$ cat config.mk
export PLATFORM = sky130hd
export DESIGN_NAME = adem_top
export DESIGN_NICKNAME = d
export VERILOG_FILES = /design/src/core/adem_pkg.sv /design/src/core/adem_spi_if.sv /design/src/core/adem_spi_shift.sv /design/src/core/adem_chan.sv /design/src/core/adem_top.sv
export VERILOG_INCLUDE_DIRS = /design/src /design/src/core
export SDC_FILE = /design/constraint.sdc
export NUM_CORES = 1
export LEC_CHECK = 0
export ABC_AREA = 1
export ABC_CLOCK_PERIOD_IN_PS = 2450
export BUFFER_PORTS_ARGS = -buffer_cell sky130_fd_sc_hd__buf_4
export CAP_MARGIN = 25
export CORE_AREA = 2 2 289 291
export DETAILED_ROUTE_END_ITERATION = 16
export DIE_AREA = 0 0 291 293
export HOLD_SLACK_MARGIN = 0.02
export PLACE_DENSITY = 0.59
export SETUP_SLACK_MARGIN = 0.1
export SLEW_MARGIN = 20
export SYNTH_ARGS = -nofsm -noshare
export SYNTH_HDL_FRONTEND = slang
export SYNTH_HIERARCHICAL = 1
export SYNTH_SLANG_ARGS = --single-unit
$ cat constraint.sdc
create_clock -name clk -period 2.45 [get_ports clk]
set_input_delay 0.3675 -clock clk [delete_from_list [all_inputs] [get_ports clk]]
set_output_delay 0.3675 -clock clk [all_outputs]
set_load 0.01 [all_outputs]
$ cat src/core/adem_cfg.svh
// offsets, field positions, reset values and timing counts of the diagnostic monitor
`ifndef ADEM_CFG_SVH
`define ADEM_CFG_SVH
`define ADEM_NCH 8
`define ADEM_OFF_CTRL 8'h00
`define ADEM_OFF_MUX 8'h04
`define ADEM_OFF_ROUTE 8'h08
`define ADEM_OFF_CHERR 8'h0c
`define ADEM_OFF_GENERR 8'h10
`define ADEM_OFF_STATUS 8'h14
`define ADEM_OFF_SARRES 8'h18
`define ADEM_CTRL_RST 10'h307
`define ADEM_B_MODEN 0
`define ADEM_B_FILTEN 1
`define ADEM_B_CLIPEN 2
`define ADEM_B_CRCEN 3
`define ADEM_B_CLKTST 4
`define ADEM_B_IRDTST 5
`define ADEM_B_IWRTST 6
`define ADEM_B_AUXRD 7
`define ADEM_B_DEGL 8
`define ADEM_GE_CRC 0
`define ADEM_GE_CLK 1
`define ADEM_GE_IRD 2
`define ADEM_GE_IWR 3
`define ADEM_MOD_RUN 5'd20
`define ADEM_FS_PCT 20
`define ADEM_SAR_MAX 5'd21
`define ADEM_DIAG_MAX 4'd9
`define ADEM_CRC_POLY 8'h07
`define ADEM_DEGL_TENTHS 15
`define ADEM_DEGL_CYC ((`ADEM_DEGL_TENTHS + 9) / 10)
`endif

$ cat src/core/adem_pkg.sv
// shared types of the diagnostic monitor
package adem_pkg;
`include "adem_cfg.svh"
  typedef enum logic [3:0] {
    ADEM_PH_CMD = 4'b0001,
    ADEM_PH_DATA = 4'b0010,
    ADEM_PH_CRC = 4'b0100,
    ADEM_PH_DONE = 4'b1000
  } adem_phase_t;

  typedef struct packed {
    logic [9:0] ctrl;
    logic [4:0] sar_mux;
    logic [3:0] diag_mux;
    logic [`ADEM_NCH-1:0] route;
    logic [`ADEM_NCH-1:0] refmon;
    logic [1:0] ref_mux;
    logic [3:0] gen_err;
    logic spi_alert;
    logic rd_seen;
    logic [11:0] sar_res;
    adem_phase_t ph;
    logic [7:0] cmd;
    logic [7:0] wdat;
    logic wpend;
    logic [7:0] crc;
    logic [7:0] tx;
    logic tx_lo;
    logic [31:0] rdata;
    logic [1:0] trig_sy;
    logic [1:0] trig_cnt;
    logic trig_out;
  } adem_top_st_t;

  typedef struct packed {
    logic [2:0] s1;
    logic [2:0] s2;
    logic [2:0] d;
    logic [2:0] bitcnt;
    logic [7:0] rx;
    logic [7:0] tx;
  } adem_shift_st_t;
endpackage

$ cat src/core/adem_spi_if.sv
// byte-level link between the serial shifter and the monitor core
`timescale 1ns/1ps
interface adem_spi_if;
  logic frame_start;
  logic frame_end;
  logic misaligned;
  logic byte_valid;
  logic [7:0] rx_byte;
  logic [7:0] tx_byte;
  modport shifter (output frame_start, frame_end, misaligned, byte_valid, rx_byte, input tx_byte);
  modport core (input frame_start, frame_end, misaligned, byte_valid, rx_byte, output tx_byte);
endinterface

$ cat src/core/adem_spi_shift.sv
// serial target shifter: pin sync, edge find, bit count, byte in and out
`timescale 1ns/1ps
module adem_spi_shift
  import adem_pkg::*;
(
  input wire logic clk,
  input wire logic resetn,
  input wire logic sclk,
  input wire logic cs_n,
  input wire logic sdi,
  output logic sdo,
  output logic sdo_oe,
  adem_spi_if.shifter bus
);
  adem_shift_st_t st_r;
  adem_shift_st_t st_nxt;
  logic active;
  logic rise;
  logic fall;

  ////////////////////////////////////////////////////////////////////////////
  // edges only from second sync stage against its delayed copy
  assign active = ~st_r.s2[2];
  assign rise = active & st_r.s2[1] & ~st_r.d[1];
  assign fall = active & ~st_r.s2[1] & st_r.d[1];
  assign bus.frame_start = st_r.d[2] & ~st_r.s2[2];
  assign bus.frame_end = ~st_r.d[2] & st_r.s2[2];
  assign bus.misaligned = st_r.bitcnt != 3'd0; // RULE_10
  assign bus.byte_valid = rise && st_r.bitcnt == 3'd7;
  assign bus.rx_byte = {st_r.rx[6:0], st_r.s2[0]};
  assign sdo = st_r.tx[7];
  assign sdo_oe = active;

  // sclk is sampled, so it must stay well below clk/4
  always_comb
  begin
    st_nxt = st_r;
    st_nxt.s1 = {cs_n, sclk, sdi};
    st_nxt.s2 = st_r.s1;
    st_nxt.d = st_r.s2;
    if (bus.frame_start)
    begin
      st_nxt.bitcnt = 3'd0;
      st_nxt.tx = bus.tx_byte;
    end
    if (rise)
    begin
      st_nxt.bitcnt = st_r.bitcnt + 3'd1;
      st_nxt.rx = {st_r.rx[6:0], st_r.s2[0]};
    end
    if (fall)
    begin
      // next byte is loaded after the eighth edge, giving the core time to answer
      if (st_r.bitcnt == 3'd0)
        st_nxt.tx = bus.tx_byte;
      else
        st_nxt.tx = {st_r.tx[6:0], 1'b0};
    end
  end

  always_ff @(posedge clk)
  begin
    if (!resetn)
      st_r <= '{s1: 3'b100, s2: 3'b100, d: 3'b100, default: '0};
    else
      st_r <= st_nxt;
  end
endmodule

$ cat src/core/adem_chan.sv
// one converter channel: modulator, filter and output saturation watch
`timescale 1ns/1ps
module adem_chan
  import adem_pkg::*;
#(
  parameter int W = 24
)
(
  input wire logic clk,
  input wire logic resetn,
  input wire logic mod_bit,
  input wire logic mod_valid,
  input wire logic smp_valid,
  input wire logic signed [W+1:0] filt_val,
  input wire logic signed [W+1:0] cal_val,
  input wire logic [2:0] chk_en,
  input wire logic flag_clr,
  output logic [2:0] flags,
  output logic [W-1:0] out_data
);
  localparam logic signed [W+1:0] FS_POS = (W+2)'((64'sd1 <<< (W-1)) - 64'sd1);
  localparam logic signed [W+1:0] FS_NEG = (W+2)'(-(64'sd1 <<< (W-1)));
  localparam logic signed [W+1:0] FILT_LIM =
    (W+2)'(((64'sd1 <<< (W-1)) * (64'sd100 + `ADEM_FS_PCT)) / 64'sd100);

  typedef struct packed {
    logic [4:0] run;
    logic last;
    logic filt_c;
    logic clip_c;
    logic [2:0] flags;
    logic [W-1:0] out;
  } adem_chan_st_t;

  adem_chan_st_t st_r;
  adem_chan_st_t st_nxt;
  logic [2:0] cond;

  assign cond = {st_r.clip_c, st_r.filt_c, st_r.run == `ADEM_MOD_RUN}; // RULE_01
  assign flags = st_r.flags;
  assign out_data = st_r.out;

  ////////////////////////////////////////////////////////////////////////////
  always_comb
  begin
    st_nxt = st_r;
    // run of identical modulator bits, restarted on any change
    if (mod_valid)
    begin
      if (mod_bit == st_r.last && st_r.run != 5'd0)
        st_nxt.run = (st_r.run == `ADEM_MOD_RUN) ? st_r.run : st_r.run + 5'd1; // RULE_25
      else
        st_nxt.run = 5'd1; // RULE_25
      st_nxt.last = mod_bit;
    end
    if (smp_valid)
    begin
      st_nxt.filt_c = filt_val > FILT_LIM || filt_val < -FILT_LIM; // RULE_04
      st_nxt.clip_c = cal_val > FS_POS || cal_val < FS_NEG;
      // clamp, never wrap
      if (cal_val > FS_POS)
        st_nxt.out = FS_POS[W-1:0]; // RULE_06
      else if (cal_val < FS_NEG)
        st_nxt.out = FS_NEG[W-1:0]; // RULE_06
      else
        st_nxt.out = cal_val[W-1:0];
    end
    // sticky, set wins; a read clears only a condition already gone
    for (int i = 0; i < 3; i++)
      st_nxt.flags[i] = (cond[i] & chk_en[i]) | (st_r.flags[i] & ~(flag_clr & ~cond[i])); // RULE_02 RULE_03 RULE_05 RULE_24
  end

  always_ff @(posedge clk)
  begin
    if (!resetn)
      st_r <= '0;
    else
      st_r <= st_nxt;
  end
endmodule

$ cat src/core/adem_top.sv
// diagnostic and error monitor of a multichannel sigma-delta converter
// Functional notes
// (RULE_01) each channel flags 20 consecutive identical modulator outputs
// (RULE_02) reading a saturation flag clears it only if the condition is gone
// (RULE_03) modulator check disabled means no modulator flag
// (RULE_04) filter output about 20 percent past full scale sets filter flag
// (RULE_05) filter and output checks each gated by own enable
// (RULE_06) calibrated output clamps at full scale and sets clip flag
// (RULE_07) serial errors stay until the general error register is read
// (RULE_08) serial alert holds until that read and a new frame
// (RULE_09) checksum mismatch sets error and blocks the write
// (RULE_10) clock count not multiple of 8 sets error, last whole command runs
// (RULE_11) clock count test bit turns that check off
// (RULE_12) read of missing register sets error unless disabled
// (RULE_13) write of missing register sets error unless disabled
// (RULE_14) auxiliary converter results are 12 bits
// (RULE_15) host pulses the trigger pin no faster than 256 kHz
// (RULE_16) host reads previous result before next trigger
// (RULE_17) readout enable makes every output bit come from the result; the code sends 4 zero bits ahead of the 12-bit result
// (RULE_18) deglitch 11 passes trigger, 10 needs 1.5 clock cycles high
// (RULE_19) auxiliary input pair select codes 0 to 21
// (RULE_20) shared diagnostic input select codes 0 to 9
// (RULE_21) route bit sends channel to diagnostic input, reference per mux bits
// (RULE_22) reference monitor bit routes and forces supply reference
// (RULE_23) alert high while an enabled diagnostic sees an error
// (RULE_24) flags sticky, gated by enable, alert is OR of flags
// (RULE_25) modulator run count restarts whenever the bit changes
`timescale 1ns/1ps
module adem_top
  import adem_pkg::*;
#(
  parameter int W = 24
)
(
  input wire logic clk,
  input wire logic resetn,
  input wire logic [7:0] reg_addr,
  input wire logic [31:0] reg_wdata,
  input wire logic reg_wr,
  input wire logic reg_rd,
  output logic [31:0] reg_rdata,
  input wire logic sclk,
  input wire logic cs_n,
  input wire logic sdi,
  output logic sdo,
  output logic sdo_oe,
  input wire logic [`ADEM_NCH-1:0] mod_bits,
  input wire logic mod_valid,
  input wire logic smp_valid,
  input wire logic [`ADEM_NCH*(W+2)-1:0] filt_vals,
  input wire logic [`ADEM_NCH*(W+2)-1:0] cal_vals,
  output logic [`ADEM_NCH*W-1:0] ch_out,
  input wire logic aux_conversion_trigger,
  output logic sar_trigger,
  input wire logic sar_done,
  input wire logic [11:0] sar_data,
  output logic [4:0] sar_input_select,
  output logic [3:0] diag_input_select,
  output logic [`ADEM_NCH-1:0] diag_input_route,
  output logic [`ADEM_NCH-1:0] supply_reference_monitor,
  output logic [1:0] ref_mux_select,
  output logic alert
);
  localparam logic [1:0] DEGL_CYC = 2'(`ADEM_DEGL_CYC);
  localparam adem_top_st_t ST_RST = '{ctrl: `ADEM_CTRL_RST, ph: ADEM_PH_CMD, default: '0};

  adem_top_st_t st_r;
  adem_top_st_t n;
  adem_spi_if spi ();
  logic [3*`ADEM_NCH-1:0] fl;
  logic ch_clr;
  logic [3:0] ge_set;

  ////////////////////////////////////////////////////////////////////////////
  // register helpers: rd_val and wr_reg shared by the plain and serial ports, idx_ok and crc8 used by the serial port only
  function automatic logic idx_ok(input logic [6:0] i);
    return i <= 7'({`ADEM_OFF_SARRES} >> 2);
  endfunction

  function automatic logic [31:0] rd_val(input adem_top_st_t s, input logic [5:0] i,
                                         input logic [3*`ADEM_NCH-1:0] f);
    logic [7:0] a;
    a = {i, 2'b00};
    rd_val = 32'h0;
    if (a == `ADEM_OFF_CTRL)
      rd_val = {22'h0, s.ctrl};
    else if (a == `ADEM_OFF_MUX)
      rd_val = {20'h0, s.diag_mux, 3'h0, s.sar_mux};
    else if (a == `ADEM_OFF_ROUTE)
      rd_val = {14'h0, s.ref_mux, s.refmon, s.route};
    else if (a == `ADEM_OFF_CHERR)
      rd_val = {8'h0, f};
    else if (a == `ADEM_OFF_GENERR)
      rd_val = {28'h0, s.gen_err};
    else if (a == `ADEM_OFF_STATUS)
      rd_val = {29'h0, s.spi_alert, |f, s.spi_alert | (|f)};
    else if (a == `ADEM_OFF_SARRES)
      rd_val = {20'h0, s.sar_res}; // RULE_14
  endfunction

  function automatic adem_top_st_t wr_reg(input adem_top_st_t s, input logic [5:0] i,
                                          input logic [31:0] v);
    logic [7:0] a;
    a = {i, 2'b00};
    wr_reg = s;
    if (a == `ADEM_OFF_CTRL)
      wr_reg.ctrl = v[9:0];
    else if (a == `ADEM_OFF_MUX)
    begin
      // out-of-range codes are dropped so the selector never sees them
      if (v[4:0] <= `ADEM_SAR_MAX)
        wr_reg.sar_mux = v[4:0]; // RULE_19
      if (v[11:8] <= `ADEM_DIAG_MAX)
        wr_reg.diag_mux = v[11:8]; // RULE_20
    end
    else if (a == `ADEM_OFF_ROUTE)
    begin
      wr_reg.route = v[7:0];
      wr_reg.refmon = v[15:8];
      wr_reg.ref_mux = v[17:16];
    end
  endfunction

  function automatic logic [7:0] crc8(input logic [7:0] c, input logic [7:0] d);
    logic [7:0] r;
    r = c ^ d;
    for (int k = 0; k < 8; k++)
      r = r[7] ? ({r[6:0], 1'b0} ^ `ADEM_CRC_POLY) : {r[6:0], 1'b0};
    return r;
  endfunction

  ////////////////////////////////////////////////////////////////////////////
  // serial shifter and channel watchers
  adem_spi_shift u_shift (
    .clk(clk),
    .resetn(resetn),
    .sclk(sclk),
    .cs_n(cs_n),
    .sdi(sdi),
    .sdo(sdo),
    .sdo_oe(sdo_oe),
    .bus(spi.shifter)
  );

  for (genvar c = 0; c < `ADEM_NCH; c++)
  begin : g_ch
    logic [2:0] f3;
    adem_chan #(.W(W)) u_chan (
      .clk(clk),
      .resetn(resetn),
      .mod_bit(mod_bits[c]),
      .mod_valid(mod_valid),
      .smp_valid(smp_valid),
      .filt_val(filt_vals[c*(W+2) +: W+2]),
      .cal_val(cal_vals[c*(W+2) +: W+2]),
      .chk_en({st_r.ctrl[`ADEM_B_CLIPEN], st_r.ctrl[`ADEM_B_FILTEN], st_r.ctrl[`ADEM_B_MODEN]}),
      .flag_clr(ch_clr),
      .flags(f3),
      .out_data(ch_out[c*W +: W])
    );
    // field layout: modulator, filter, clip bytes
    assign fl[c] = f3[0];
    assign fl[`ADEM_NCH + c] = f3[1];
    assign fl[2*`ADEM_NCH + c] = f3[2];
  end

  ////////////////////////////////////////////////////////////////////////////
  // outputs straight from state
  assign reg_rdata = st_r.rdata;
  assign spi.tx_byte = st_r.tx;
  assign sar_trigger = st_r.trig_out;
  assign sar_input_select = st_r.sar_mux; // RULE_19
  assign diag_input_select = st_r.diag_mux; // RULE_20
  assign diag_input_route = st_r.route | st_r.refmon; // RULE_21 RULE_22
  assign supply_reference_monitor = st_r.refmon; // RULE_22
  assign ref_mux_select = st_r.ref_mux; // RULE_21
  assign alert = st_r.spi_alert | (|fl); // RULE_23 RULE_24

  ////////////////////////////////////////////////////////////////////////////
  always_comb
  begin
    n = st_r;
    ge_set = 4'h0;
    ch_clr = 1'b0;
    n.rdata = 32'h0;
    // plain register port, read data stands one cycle only
    if (reg_wr)
      n = wr_reg(n, reg_addr[7:2], reg_wdata);
    if (reg_rd)
    begin
      n.rdata = rd_val(st_r, reg_addr[7:2], fl);
      if (reg_addr == `ADEM_OFF_CHERR)
        ch_clr = 1'b1; // RULE_02
      if (reg_addr == `ADEM_OFF_GENERR)
      begin
        n.gen_err = 4'h0; // RULE_07
        n.rd_seen = 1'b1; // RULE_08
      end
    end
    // serial frame: command byte, data byte, optional checksum byte
    if (spi.frame_start)
    begin
      n.ph = ADEM_PH_CMD;
      n.crc = 8'h00;
      n.wpend = 1'b0;
      if (st_r.rd_seen)
      begin
        n.spi_alert = 1'b0; // RULE_08
        n.rd_seen = 1'b0;
      end
    end
    if (spi.byte_valid)
    begin
      n.tx_lo = ~st_r.tx_lo;
      unique case (st_r.ph)
        ADEM_PH_CMD:
        begin
          n.cmd = spi.rx_byte;
          n.crc = crc8(st_r.crc, spi.rx_byte);
          n.ph = ADEM_PH_DATA;
          n.tx = 8'h00;
          if (spi.rx_byte[7] && idx_ok(spi.rx_byte[6:0]))
          begin
            n.tx = 8'(rd_val(st_r, spi.rx_byte[5:0], fl));
            if ({spi.rx_byte[5:0], 2'b00} == `ADEM_OFF_CHERR)
              ch_clr = 1'b1; // RULE_02
            if ({spi.rx_byte[5:0], 2'b00} == `ADEM_OFF_GENERR)
            begin
              n.gen_err = 4'h0; // RULE_07
              n.rd_seen = 1'b1;
            end
          end
          else if (spi.rx_byte[7] && !st_r.ctrl[`ADEM_B_IRDTST])
            ge_set[`ADEM_GE_IRD] = 1'b1; // RULE_12
        end
        ADEM_PH_DATA:
        begin
          n.wdat = spi.rx_byte;
          n.crc = crc8(st_r.crc, spi.rx_byte);
          n.ph = ADEM_PH_DONE;
          if (!st_r.cmd[7] && st_r.ctrl[`ADEM_B_CRCEN])
            n.ph = ADEM_PH_CRC;
          else if (!st_r.cmd[7])
            n.wpend = 1'b1;
        end
        ADEM_PH_CRC:
        begin
          n.ph = ADEM_PH_DONE;
          // mismatch leaves the target register untouched
          if (spi.rx_byte == st_r.crc)
            n.wpend = 1'b1;
          else
            ge_set[`ADEM_GE_CRC] = 1'b1; // RULE_09
        end
        ADEM_PH_DONE:
        begin
          n.ph = ADEM_PH_DONE;
        end
      endcase
    end
    // write runs at frame end, so trailing partial bits never reach it
    if (spi.frame_end)
    begin
      if (spi.misaligned && !st_r.ctrl[`ADEM_B_CLKTST])
        ge_set[`ADEM_GE_CLK] = 1'b1; // RULE_10 RULE_11
      if (st_r.wpend && idx_ok(st_r.cmd[6:0]))
        n = wr_reg(n, st_r.cmd[5:0], {24'h0, st_r.wdat}); // RULE_10
      else if (st_r.wpend && !st_r.ctrl[`ADEM_B_IWRTST])
        ge_set[`ADEM_GE_IWR] = 1'b1; // RULE_13
      n.wpend = 1'b0;
      n.tx_lo = 1'b0;
      n.tx = 8'h00;
      n.ph = ADEM_PH_CMD;
    end
    // new errors win over a clear in the same cycle
    n.gen_err = n.gen_err | ge_set; // RULE_07 RULE_24
    if (|ge_set)
    begin
      n.spi_alert = 1'b1; // RULE_08 RULE_23
      n.rd_seen = 1'b0;
    end
    // auxiliary result readout owns the serial output
    if (sar_done)
      n.sar_res = sar_data; // RULE_14 RULE_16
    if (n.ctrl[`ADEM_B_AUXRD])
      n.tx = n.tx_lo ? n.sar_res[7:0] : {4'h0, n.sar_res[11:8]}; // RULE_17
    // trigger pin synchroniser and deglitch
    n.trig_sy = {st_r.trig_sy[0], aux_conversion_trigger}; // RULE_15
    if (!st_r.trig_sy[1])
      n.trig_cnt = 2'd0;
    else if (st_r.trig_cnt != DEGL_CYC)
      n.trig_cnt = st_r.trig_cnt + 2'd1;
    if (st_r.ctrl[`ADEM_B_DEGL +: 2] == 2'b11)
      n.trig_out = st_r.trig_sy[1]; // RULE_18
    else
      n.trig_out = st_r.trig_sy[1] && n.trig_cnt >= DEGL_CYC; // RULE_18
  end

  always_ff @(posedge clk)
  begin
    if (!resetn)
      st_r <= ST_RST;
    else
      st_r <= n;
  end
endmodule

==> results.md <==
Run status:
- The run finished with clean final reports.

Placed design:
- The half-perimeter wire length of the detailed placement result is 68670 microns.
- OpenSTA, run right after detailed placement, puts the worst setup slack at 321.9 ps.
- The count of port buffers added during placement is 719.
- The final weighted congestion in routability-driven placement is 0.9616.

Power:
- The completed layout was analyzed and its total power is 19410 uW.
- The power per standard cell area is 589.8 mW/mm^2.
- VDD sags by at most 0.5392 mV.
- Summed over all cells, the static leakage comes to 0.01467 uW.

Global route:
- The initial antenna violation count is 8.
- The total congestion overflow after global routing is 0.
- The number of global-route vias before repair is 23030.
- Entering global routing, the biggest net connects 41 pins.
- The first global-routing pass estimated 133600 microns of wire.
- Across every metal layer, demand over resource in global routing totals 19.93%.

Min path:
- In this run the most critical hold path is launched from reg_wdata[17].
- The cell depth of the worst min-delay path is 3.
- The worst min-delay path category is in -> reg.
- The terminating pin of the worst hold path is ref_mux_select[1].

Setup path:
- The worst register-to-register path ends at sar_input_select[1].
- The number of cell instances on the worst register-to-register path is 8.
- The kind of critical path is reg -> reg.
- The worst setup path is captured at a flip-flop.
- Counting both buffers and inverters, the worst setup path holds a total of 3.
- For this run, the slowest stage of the critical path takes 500 ps.
- The critical-path maximum fanout is 9.
- The setup check on the worst reg-to-reg path leaves a slack of 160 ps.
- The timing startpoint of the critical path is u_shift/st_nxt[21].
- Data arrives at the worst endpoint at 2740 ps.
- The startpoint identified for the worst register-to-register timing path is u_shift/st_nxt[21].
- The kind of cell with the highest combined delay along the critical path is simple AND/OR/NAND/NOR gates.
- The master of the slowest instance on the critical path is sky130_fd_sc_hd__nor4_1.
- Data on the critical path is required at its endpoint by 2900 ps.
- The sort of element at the start of the critical path is a flip-flop.
- Walking the worst path, the cells encountered are inv_4 > nor2_1 > inv_1 > nor4_1 > buf_4 > nand3_1 > o21ai_0 > a21oi_1.

Synth:
- Counting instances in the post-synthesis netlist gives the leading cell types as sky130_fd_sc_hd__nand2_1, sky130_fd_sc_hd__dfxtp_1, sky130_fd_sc_hd__nor2_1.
- Sequential elements use 35.24% of the synthesized area.
- Among all flip-flop cells after synthesis, the most frequent one is sky130_fd_sc_hd__dfxtp_1.
- The flip-flop and latch count after synthesis is 428.
- The number of flops mapped to enable cells by yosys is 0.
- The count of distinct cell types in the synthesized netlist is 61.
- The fraction of synthesis flops using an asynchronous set or reset pin is 0%.
- The most frequent cell after synthesis is sky130_fd_sc_hd__nand2_1.
- The top-area cell type share of the netlist area is 35.24%.
- The cell taking the most area after synthesis is sky130_fd_sc_hd__dfxtp_1.
- The cell count after synthesis came out at 3409.
- The number of warnings printed during yosys synthesis is 6.
- The average instance in the mapped netlist occupies 7.132 sq um.
- By area the synthesized netlist is led by sky130_fd_sc_hd__dfxtp_1, sky130_fd_sc_hd__nand2_1, sky130_fd_sc_hd__buf_4, sky130_fd_sc_hd__a21oi_1, sky130_fd_sc_hd__nor2_1.
- The cell area that synthesis handed to floorplanning was 0.02431 sq mm.

Drt:
- The pre-antenna-repair detailed-routing pass consisted of 6 iterations.
- The total number of vias is 23980.
- The number of nets still failing antenna checks after routing is 0.
- For this block, the initial DRC count from the detailed router was 1484.
- For this run, design rule violations remaining after detail routing come to 0.
- The via density per instance is 4.614.
- The final layout contains routed wiring with a total length of 88710 microns.
- The mean routed wirelength per cell is 17.07 microns.

Die:
- In this run the horizontal extent of the chip is 291 microns.
- 742 I/O pins were placed.
- Once the floorplan was initialized, standard cells occupied 29.71% of the core.
- The total die area is 0.08526 sq mm.
- The overall die height is 293 microns.
- The core region is 0.08185 sq mm.
- The count of standard-cell rows is 105.

CTS:
- The number of buffers on the longest clock path is 3.
- The number of sinks on the clock net is 428.
- The number of H-tree levels is 2.
- The clock root buffer master is sky130_fd_sc_hd__clkbuf_16.
- The total clock buffers created by CTS is 53.
- The clock tree from TritonCTS is built.
- Clock latency on the worst-skew pair, taken at its later pin, is 630 ps.
- The clock slew seen by the registers of the worst setup and hold paths is 60 ps.

Timing:
- The final setup violation count is 0.
- Setup repair after global routing left no endpoint under its margin.
- The maximum clock frequency is 437.0 MHz.
- The number of hold violations in the final report is 0.
- The share of the clock period used by the worst path after layout is 93.41%.
- The final max-slew violation count is 0.
- The shortest period the worst path allows is 2289 ps.
- The slew at the pin closest to its max-slew limit is 725.5 ps.
- Headroom to the max-slew limit came out at 51.64%.
- The clock arrives with 62.52 ps of skew.
- Setup slack closes at 161.5 ps.
- Hold is met by 54.46 ps.
- The setup TNS is 0 ps.

Final layout:
- The area added between synthesis and finish is 35.33%.
- The final core area utilization is 40.20%.
- The total number of nets in the final design is 4585.
- Cells with a size suffix above 1 make up 29.54% of the layout.
- Counting the fill cells in the layout gives 8430.

Run:
- The max capacitance violation total is 0.
flip-flops by register name, indices dropped and copies added (netlist names):
signal,count
g_ch.u_chan/out_data,192
reg_rdata,24
u_shift/sdo,1
sar_input_select,5
u_shift/bus.rx_byte,8
sar_trigger,1
g_ch.u_chan/st_r,48
spi.tx_byte,8
ref_mux_select,2
u_shift/st_r,12
st_r,69
n,1
supply_reference_monitor,8
diag_input_select,4
u_shift/st_nxt,5
g_ch.u_chan/cond,16
g_ch.u_chan/flags,24
worst max path at each step:
stage / to / depth (start not counted)
final: sar_input_select[1] / 8
after global routing: alert / 7
after CTS: alert / 7
after detailed placement: sar_input_select[2] / 8
after global placement: spi.tx_byte[0] / 13
after floorplan: g_ch[0].u_chan/flags[1] / 10
per-stage QoR:
step / area, sq um / instances
after floorplan: 24340 / 3416
after global placement: 28920 / 4892
after detailed placement: 28920 / 4892
after CTS: 32850 / 5185
after global routing: 32900 / 5194
final: 32910 / 5197
layout by cell type (no fill, tap or decap), drive strengths merged, types with 8 or more instances in the layout:
cell type,instances
buf,777
nand2,704
dfxtp,428
inv,392
o21ai,377
a21oi,371
nor2,363
dlygate4sd3,198
nand3,143
clkbuf,73
nand4,36
nor3,34
a31oi,26
ha,23
clkinv,23
xor2,16
a211oi,15
diode,10
mux2i,10
bufinv,10
xnor2,10
nand3b,10
nor3b,9
conb,8
a31o,8
o21a,8
o21bai,8
or2,8
report_power, final:
part / internal (uW) / leakage, uW / switching (uW)
Clock: 5430 / 0.000965 / 3310
Combinational: 1520 / 0.0102 / 1630
Sequential: 7290 / 0.00350 / 230
area by class of cell:
class / instances / area [sq um] / share of cell area [%]
multi-input cells: 2215 / 11650 / 35.41
inverters: 402 / 1511 / 4.593
clock inverters: 24 / 437.9 / 1.331
flip-flops and latches: 428 / 8568 / 26.04
well taps: 1070 / 1339 / 4.069
diodes: 10 / 25.02 / 0.07605
clock buffers: 73 / 1531 / 4.654
repair buffers: 975 / 7840 / 23.83
cells by family (layout without fill, tap and decap cells):
family / Yosys count / in the layout / synth area share, %
multiplexers: 10 / 10 / 0.4117
flip-flops: 428 / 428 / 35.24
AND/OR/NAND/NOR: 1312 / 1312 / 23.15
buffers and inverters: 773 / 1474 / 17.02
XOR/XNOR: 26 / 26 / 1.245
AO/OA/AOI/OAI: 836 / 836 / 21.74
adder cells (fa/ha/maj): 23 / 23 / 1.184
other: 1 / 18 / 0.01542
tightest hold or removal path: stages:
cell	delay, ps
sky130_fd_sc_hd__buf_4	80
sky130_fd_sc_hd__o21ai_0	70
sky130_fd_sc_hd__nor2_1	80
per-layer routing:
| layer | track usage, % | routed length, microns | vias up |
|---|---|---|---|
| met5 | 0.8508 | 103 | - |
| met4 | 6.761 | 2982 | 4 |
| met3 | 4.932 | 5973 | 155 |
| met2 | 33.10 | 41310 | 768 |
| met1 | 25.11 | 38340 | 10920 |
| li1 | - | - | 12130 |
timing repair:
action / in CTS / in global routing
endpoints found under the setup margin: 0 / 1
setup buffers: 0 / 0
endpoints found under the hold margin: 198 / 2
hold buffers: 196 / 2
resized for setup: 0 / 4
No activity file was read; power rests on OpenSTA's default activity.
